`src/rfo_defs.vh`:
```
// constants for the raster format override control block
// Notes on behaviour
// - manual reset pin is active high
// - separate function select and read/write inputs
// - bit 5 of register 0Bh forces Flag_a
// - bits 4:0 sub-format; 33Fh picks generic HD
// - generic HD disables detection and EAV/SAV
// - no EAV/SAV means no line numbers, CRC
// - generic HD stops ancillary data insertion
// - port transfers timed by the master clock mclk, which also clocks the rest of the block
`ifndef RFO_DEFS_VH
`define RFO_DEFS_VH
`define RFO_ADDR_FORMAT   6'h0b
`define RFO_WORD_W        10
`define RFO_FLAG_A_BIT   5
`define RFO_SUBFMT_MSB    4
`define RFO_SUBFMT_LSB    0
`define RFO_GENERIC_WORD  10'h33f
`define RFO_GENERIC_SUB   5'h1f
`define RFO_FORMAT_RESET  10'h000
`define RFO_ADDR_W        6
`endif

```
`src/rfo_word_reg.v`:
```
// one stored control word with write strobe and reset default
module rfo_word_reg #(
	parameter [9:0] RESET_VAL = 10'h000
) (
	// clock and reset
	input  wire       clk,
	input  wire       rstn,
	// write side
	input  wire       wrEn,
	input  wire [9:0] wrData,
	// stored value
	output reg  [9:0] value_q
);
	// write lands on the port clock edge; reset gives the default
	always @(posedge clk or negedge rstn) begin
		if (!rstn) begin
			value_q <= RESET_VAL;
		end else if (wrEn) begin
			value_q <= wrData;
		end
	end
endmodule

```
`src/rfo_format_ctrl.v`:
```
// control port decoder and format register with derived mode outputs
`include "rfo_defs.vh"
module rfo_format_ctrl (
	// clock and resets
	input  wire        mclk,
	input  wire        rstn,
	input  wire        manualReset,
	// ancillary/control port
	input  wire        portFunctionSelect,
	input  wire        readNotWrite,
	input  wire [9:0]  adIn,
	output reg  [9:0]  adOut,
	output reg  [9:0]  adOe,
	// mode outputs toward the datapath
	output reg         flagA_q,
	output reg  [4:0]  subFormat_q,
	output reg         genericHd_q,
	output reg         trsDetectEn_q,
	output reg         eavSavGenEn_q,
	output reg         lineNumInsEn_q,
	output reg         crcInsEn_q,
	output reg         ancInsEn_q
);
	// control access: port function high selects control, addressing cycle
	// is a write whose bits 5:0 give the address; the next cycle carries data
	wire        ctrlSel;      // control access requested
	wire        doWrite;      // data phase write
	wire [9:0]  fmtValue;     // stored format word
	reg         addrValid_q;  // an address has been latched
	reg  [5:0]  addr_q;       // latched register address
	reg  [9:0]  outWord_d;    // read data selection

	assign ctrlSel = portFunctionSelect;

	// address phase: first control write after idle latches address
	always @(posedge mclk or negedge rstn) begin
		if (!rstn) begin
			addrValid_q <= 1'b0;
			addr_q      <= 6'h00;
		end else if (manualReset) begin
			addrValid_q <= 1'b0;
			addr_q      <= 6'h00;
		end else if (!ctrlSel) begin
			addrValid_q <= 1'b0; // leaving control mode aborts a pending access
		end else if (!addrValid_q && !readNotWrite) begin
			addrValid_q <= 1'b1;
			addr_q      <= adIn[5:0];
		end else if (addrValid_q) begin
			addrValid_q <= 1'b0; // one data phase per address phase
		end
	end

	// data phase write only to the format register address
	assign doWrite = ctrlSel && addrValid_q && !readNotWrite
		&& (addr_q == `RFO_ADDR_FORMAT) && !manualReset;

	// the manual reset acts as a synchronous clear; rstn is the async path
	wire regRstn;
	wire [9:0] wrWord;
	assign wrWord  = manualReset ? `RFO_FORMAT_RESET : adIn;
	assign regRstn = rstn;

	rfo_word_reg #(
		.RESET_VAL (`RFO_FORMAT_RESET)
	) uFormat (
		.clk     (mclk),
		.rstn    (regRstn),
		.wrEn    (doWrite | manualReset),
		.wrData  (wrWord),
		.value_q (fmtValue)
	);

	// read data: only the format register is mapped; others read zero
	always @* begin
		outWord_d = 10'h000;
		if (addr_q == `RFO_ADDR_FORMAT) begin
			outWord_d = fmtValue;
		end
	end

	// read drive: data port driven in the data phase of a control read
	always @(posedge mclk or negedge rstn) begin
		if (!rstn) begin
			adOut <= 10'h000;
			adOe  <= 10'h000;
		end else if (ctrlSel && addrValid_q && readNotWrite && !manualReset) begin
			adOut <= outWord_d;
			adOe  <= 10'h3ff;
		end else begin
			adOut <= 10'h000;
			adOe  <= 10'h000;
		end
	end

	// mode decode: generic HD turns off detection and all insertion
	wire genericSel;
	assign genericSel = (fmtValue[`RFO_SUBFMT_MSB:`RFO_SUBFMT_LSB] == `RFO_GENERIC_SUB);

	always @(posedge mclk or negedge rstn) begin
		if (!rstn) begin
			flagA_q        <= 1'b0;
			subFormat_q    <= 5'h00;
			genericHd_q    <= 1'b0;
			trsDetectEn_q  <= 1'b1;
			eavSavGenEn_q  <= 1'b1;
			lineNumInsEn_q <= 1'b1;
			crcInsEn_q     <= 1'b1;
			ancInsEn_q     <= 1'b1;
		end else begin
			flagA_q        <= fmtValue[`RFO_FLAG_A_BIT];
			subFormat_q    <= fmtValue[`RFO_SUBFMT_MSB:`RFO_SUBFMT_LSB];
			genericHd_q    <= genericSel;
			trsDetectEn_q  <= !genericSel;
			eavSavGenEn_q  <= !genericSel;
			// line numbers and crc need the timing references to anchor on
			lineNumInsEn_q <= !genericSel;
			crcInsEn_q     <= !genericSel;
			// ancillary insertion keys off the same timing references; the
			// upstream source must carry crc and line numbers instead
			ancInsEn_q     <= !genericSel;
		end
	end
endmodule

```
`config.mk`:
```
export PLATFORM = sky130hd
export DESIGN_NAME = rfo_format_ctrl
export DESIGN_NICKNAME = d
export VERILOG_FILES = /design/src/rfo_word_reg.v /design/src/rfo_format_ctrl.v
export VERILOG_INCLUDE_DIRS = /design/src
export SDC_FILE = /design/constraint.sdc
export NUM_CORES = 1
export LEC_CHECK = 0
export ABC_CLOCK_PERIOD_IN_PS = 1500
export BUFFER_PORTS_ARGS = -buffer_cell sky130_fd_sc_hd__buf_4
export CAP_MARGIN = 20
export CORE_ASPECT_RATIO = 0.9
export CORE_MARGIN = 4
export CORE_UTILIZATION = 33
export DETAILED_ROUTE_END_ITERATION = 10
export PLACE_DENSITY = 0.58
export SLEW_MARGIN = 20
export SYNTH_ARGS = -nofsm -noshare
export SYNTH_HDL_FRONTEND = slang
export SYNTH_SLANG_ARGS = --single-unit
```
`constraint.sdc`:
```
create_clock -name mclk -period 1.5 [get_ports mclk]
set_input_delay 0.15 -clock mclk [delete_from_list [all_inputs] [get_ports mclk]]
set_output_delay 0.15 -clock mclk [all_outputs]
set_load 0.01 [all_outputs]
```
==> results.sh <==
export IMPL_drtIter0Drc=44
export IMPL_place_inst=210
export IMPL_synth_ff_type="dfrtp_1"
export IMPL_holdCritPathClass="input pin to flip-flop"
export IMPL_vdd_drop_max_uv=359.4
export IMPL_ant_nets=0
export IMPL_async_reset_ff_frac=1.000
export IMPL_avgSynthCellArea_um2=12.81
export IMPL_htreeDepth=2
export IMPL_reg2reg_slack_ns=0.07
export IMPL_rows=22
export IMPL_min_period_over_period=0.9523
export IMPL_area_growth_pct=30.05
export IMPL_grt_max_degree=37
export IMPL_io_buffers=46
export IMPL_power_uw=1784
export IMPL_cp_startpoint="addr_q[2]"
export IMPL_powerDensity_nw_per_um2=922.8
export IMPL_finalSetupViolations=0
export IMPL_startpoint_type="flip-flop"
export IMPL_wl_per_cell_um=12.83
export IMPL_syn_area_um2=1486
export IMPL_drc=0
export IMPL_fin_skew_ns=0.006305
export IMPL_io_pins=47
export IMPL_drive_gt1_frac=0.3899
export IMPL_critPathKind="flip-flop to flip-flop"
export IMPL_synth_largest_area_cell="dfrtp_1"
export IMPL_ys_ff_latch=36
export IMPL_synth_seq_area_share=0.6069
export IMPL_drt_pass1_iter_count=4
export IMPL_synth_area_leaders="dfrtp_1 (59%), mux2i_1 (11%), nand2b_1 (8.4%), buf_4 (7.1%), and2_1 (4.2%)"
export IMPL_grt_ovfl_total=0
export IMPL_cts_tree="yes"
export IMPL_num_fill_cells=401
export IMPL_die_w_um=78.75
export IMPL_cap_violations=0
export IMPL_final_cells=219
export IMPL_synthesis_nets=131
export IMPL_status="complete, no violations"
export IMPL_r2r_start="addr_q[2]"
export IMPL_cts_sinks=36
export IMPL_regArea_um2=902.1
export IMPL_fin_crit_ns=1.428
export IMPL_multi_input_area_um2=461.7
export IMPL_fp_dieArea_um2=5644
export IMPL_rsz0062_at_grt="yes"
export IMPL_synth_common_cells="dfrtp_1 (35), nand2b_1 (20), mux2i_1 (16), buf_4 (14), and2_1 (10)"
export IMPL_maxSlewHeadroom=0.7023
export IMPL_fin_nets=173
export IMPL_crit_path_end_kind="flip-flop"
export IMPL_cts_made_buffers=5
export IMPL_routed_wl_um=2810
export IMPL_gp_congestion=0.8082
export IMPL_hold_viol_final=0
export IMPL_route_vias_total=923
export IMPL_fmax_mhz=700.1
export IMPL_slew_violations=0
export IMPL_hpwl_um=2032
export IMPL_insertion_delay_ns=0.28
export IMPL_ys_warnings_count=0
export IMPL_first_global_vias=949
export IMPL_required_ns=1.69
export IMPL_clk_pin_slew_worst_paths_ns=0.07
export IMPL_cp_data_arrival_time_ns=1.62
export IMPL_vias_per_cell=4.215
export IMPL_die_h_um=71.67
export IMPL_hold_slack_ns=0.1372
export IMPL_track_usage=0.1077
export IMPL_yosysTopAreaCellShare=0.5892
export IMPL_crit_fanout=5
export IMPL_cellLeakagePower_uw=0.0009598
export IMPL_worstMarginPinSlew_ns=0.4466
export IMPL_synth_cell_types=20
export IMPL_grt_pass1_wl_um=4664
export IMPL_hp_start="adIn[0]"
export IMPL_synth_edff_count=0
export IMPL_yosysMostFrequentCell="dfrtp_1"
export IMPL_initial_core_util=0.3529
export IMPL_antenna_cells_inserted=0
export IMPL_coreArea_um2=4212
export IMPL_grt_antenna_before_repair=0
export IMPL_clk_path_buf_depth=2
export IMPL_cts_root_buf="clkbuf_8"
export IMPL_netlist_instances=116
==> cells by family (layout without fill, tap and decap cells) <==
group         Yosys count  count (layout)  share of synthesized area
buf+inv                19              62                    0.08922
flops                  36              36                     0.6069
mux                    16              16                     0.1077
simple gates           45              45                     0.1961
==> metrics by stage <==
step | setup slack [ns] | utilization | cell area [um^2] | setup TNS, ns
finish | 0.07157 | 0.4590 | 1933 | 0
global route | -0.04131 | 0.4590 | 1933 | -0.05679
CTS | 0.008309 | 0.4581 | 1929 | 0
detailed placement | 0.03087 | 0.4343 | 1829 | 0
global placement | 0.1169 | 0.4343 | 1829 | 0
floorplan | 0.1912 | - | 1486 | 0
==> power by group <==
part / total [uW] / switching (uW) / leakage, uW / internal (uW)
logic: 108 / 53.6 / 0.000417 / 54.2
registers: 988 / 8.57 / 0.000497 / 980
clock network: 688 / 314 / 0.0000455 / 374
total: 1780 / 376 / 0.000960 / 1410
==> cell usage in the layout, fill, tap and decap left out, drive strengths merged <==
cell / n
nor2: 6
nand3: 1
nor2b: 1
dlygate4sd3: 1
mux2i: 16
nor4b: 1
inv: 1
buf: 52
nand3b: 1
and4b: 1
dfstp: 1
and2: 10
and3: 1
nor4: 1
nand2b: 20
clkbuf: 8
nand4b: 1
nor3b: 1
dfrtp: 35
==> critical path: stages (launching register included) <==
cell      delay (ns)
dfrtp_1         0.37
nand4b_1        0.27
nor4_2          0.24
buf_4           0.22
mux2i_2         0.24
==> metal layers <==
metal	GRT usage	wire (um)	vias to the layer above	part of all wire
li1	-	-	443	-
met1	0.1358	1235	436	0.44
met2	0.1631	1280	35	0.46
met3	0.04397	219	9	0.078
met4	0.04660	75	0	0.027
met5	0	0	-	0
==> registers in the layout, summed over array words and instances, names as in the netlist, 5 cells and up <==
name             flops
uFormat.value_q     10
addr_q               6
adOut               10
subFormat_q          5
==> layout make-up <==
| type | count | share of cell area |
|---|---|---|
| Sequential cell | 36 | 0.4667 |
| Multi-Input combinational cell | 61 | 0.2388 |
| Timing Repair Buffer | 53 | 0.2071 |
| Clock buffer | 8 | 0.04660 |
| Tap cell | 60 | 0.03884 |
| Inverter | 1 | 0.001942 |
==> what timing repair did <==
| action | in CTS | in global routing |
|---|---|---|
| hold endpoints to repair | 35 | 0 |
| buffers inserted | 0 | 0 |
| setup endpoints to repair | 0 | 10 |
| hold buffers | 1 | 0 |
| resized for setup | 0 | 1 |
==> final timing paths <==
kind,to,depth (start not counted)
worst min-delay path,addr_q[0],3
worst min register to register,flagA_q,0
worst max register to register,uFormat.value_q[1],4
max in group asynchronous,ancInsEn_q,2
worst max-delay path,uFormat.value_q[1],4
min in group asynchronous,adOe[8],2
(Power assumes the default switching activity.)
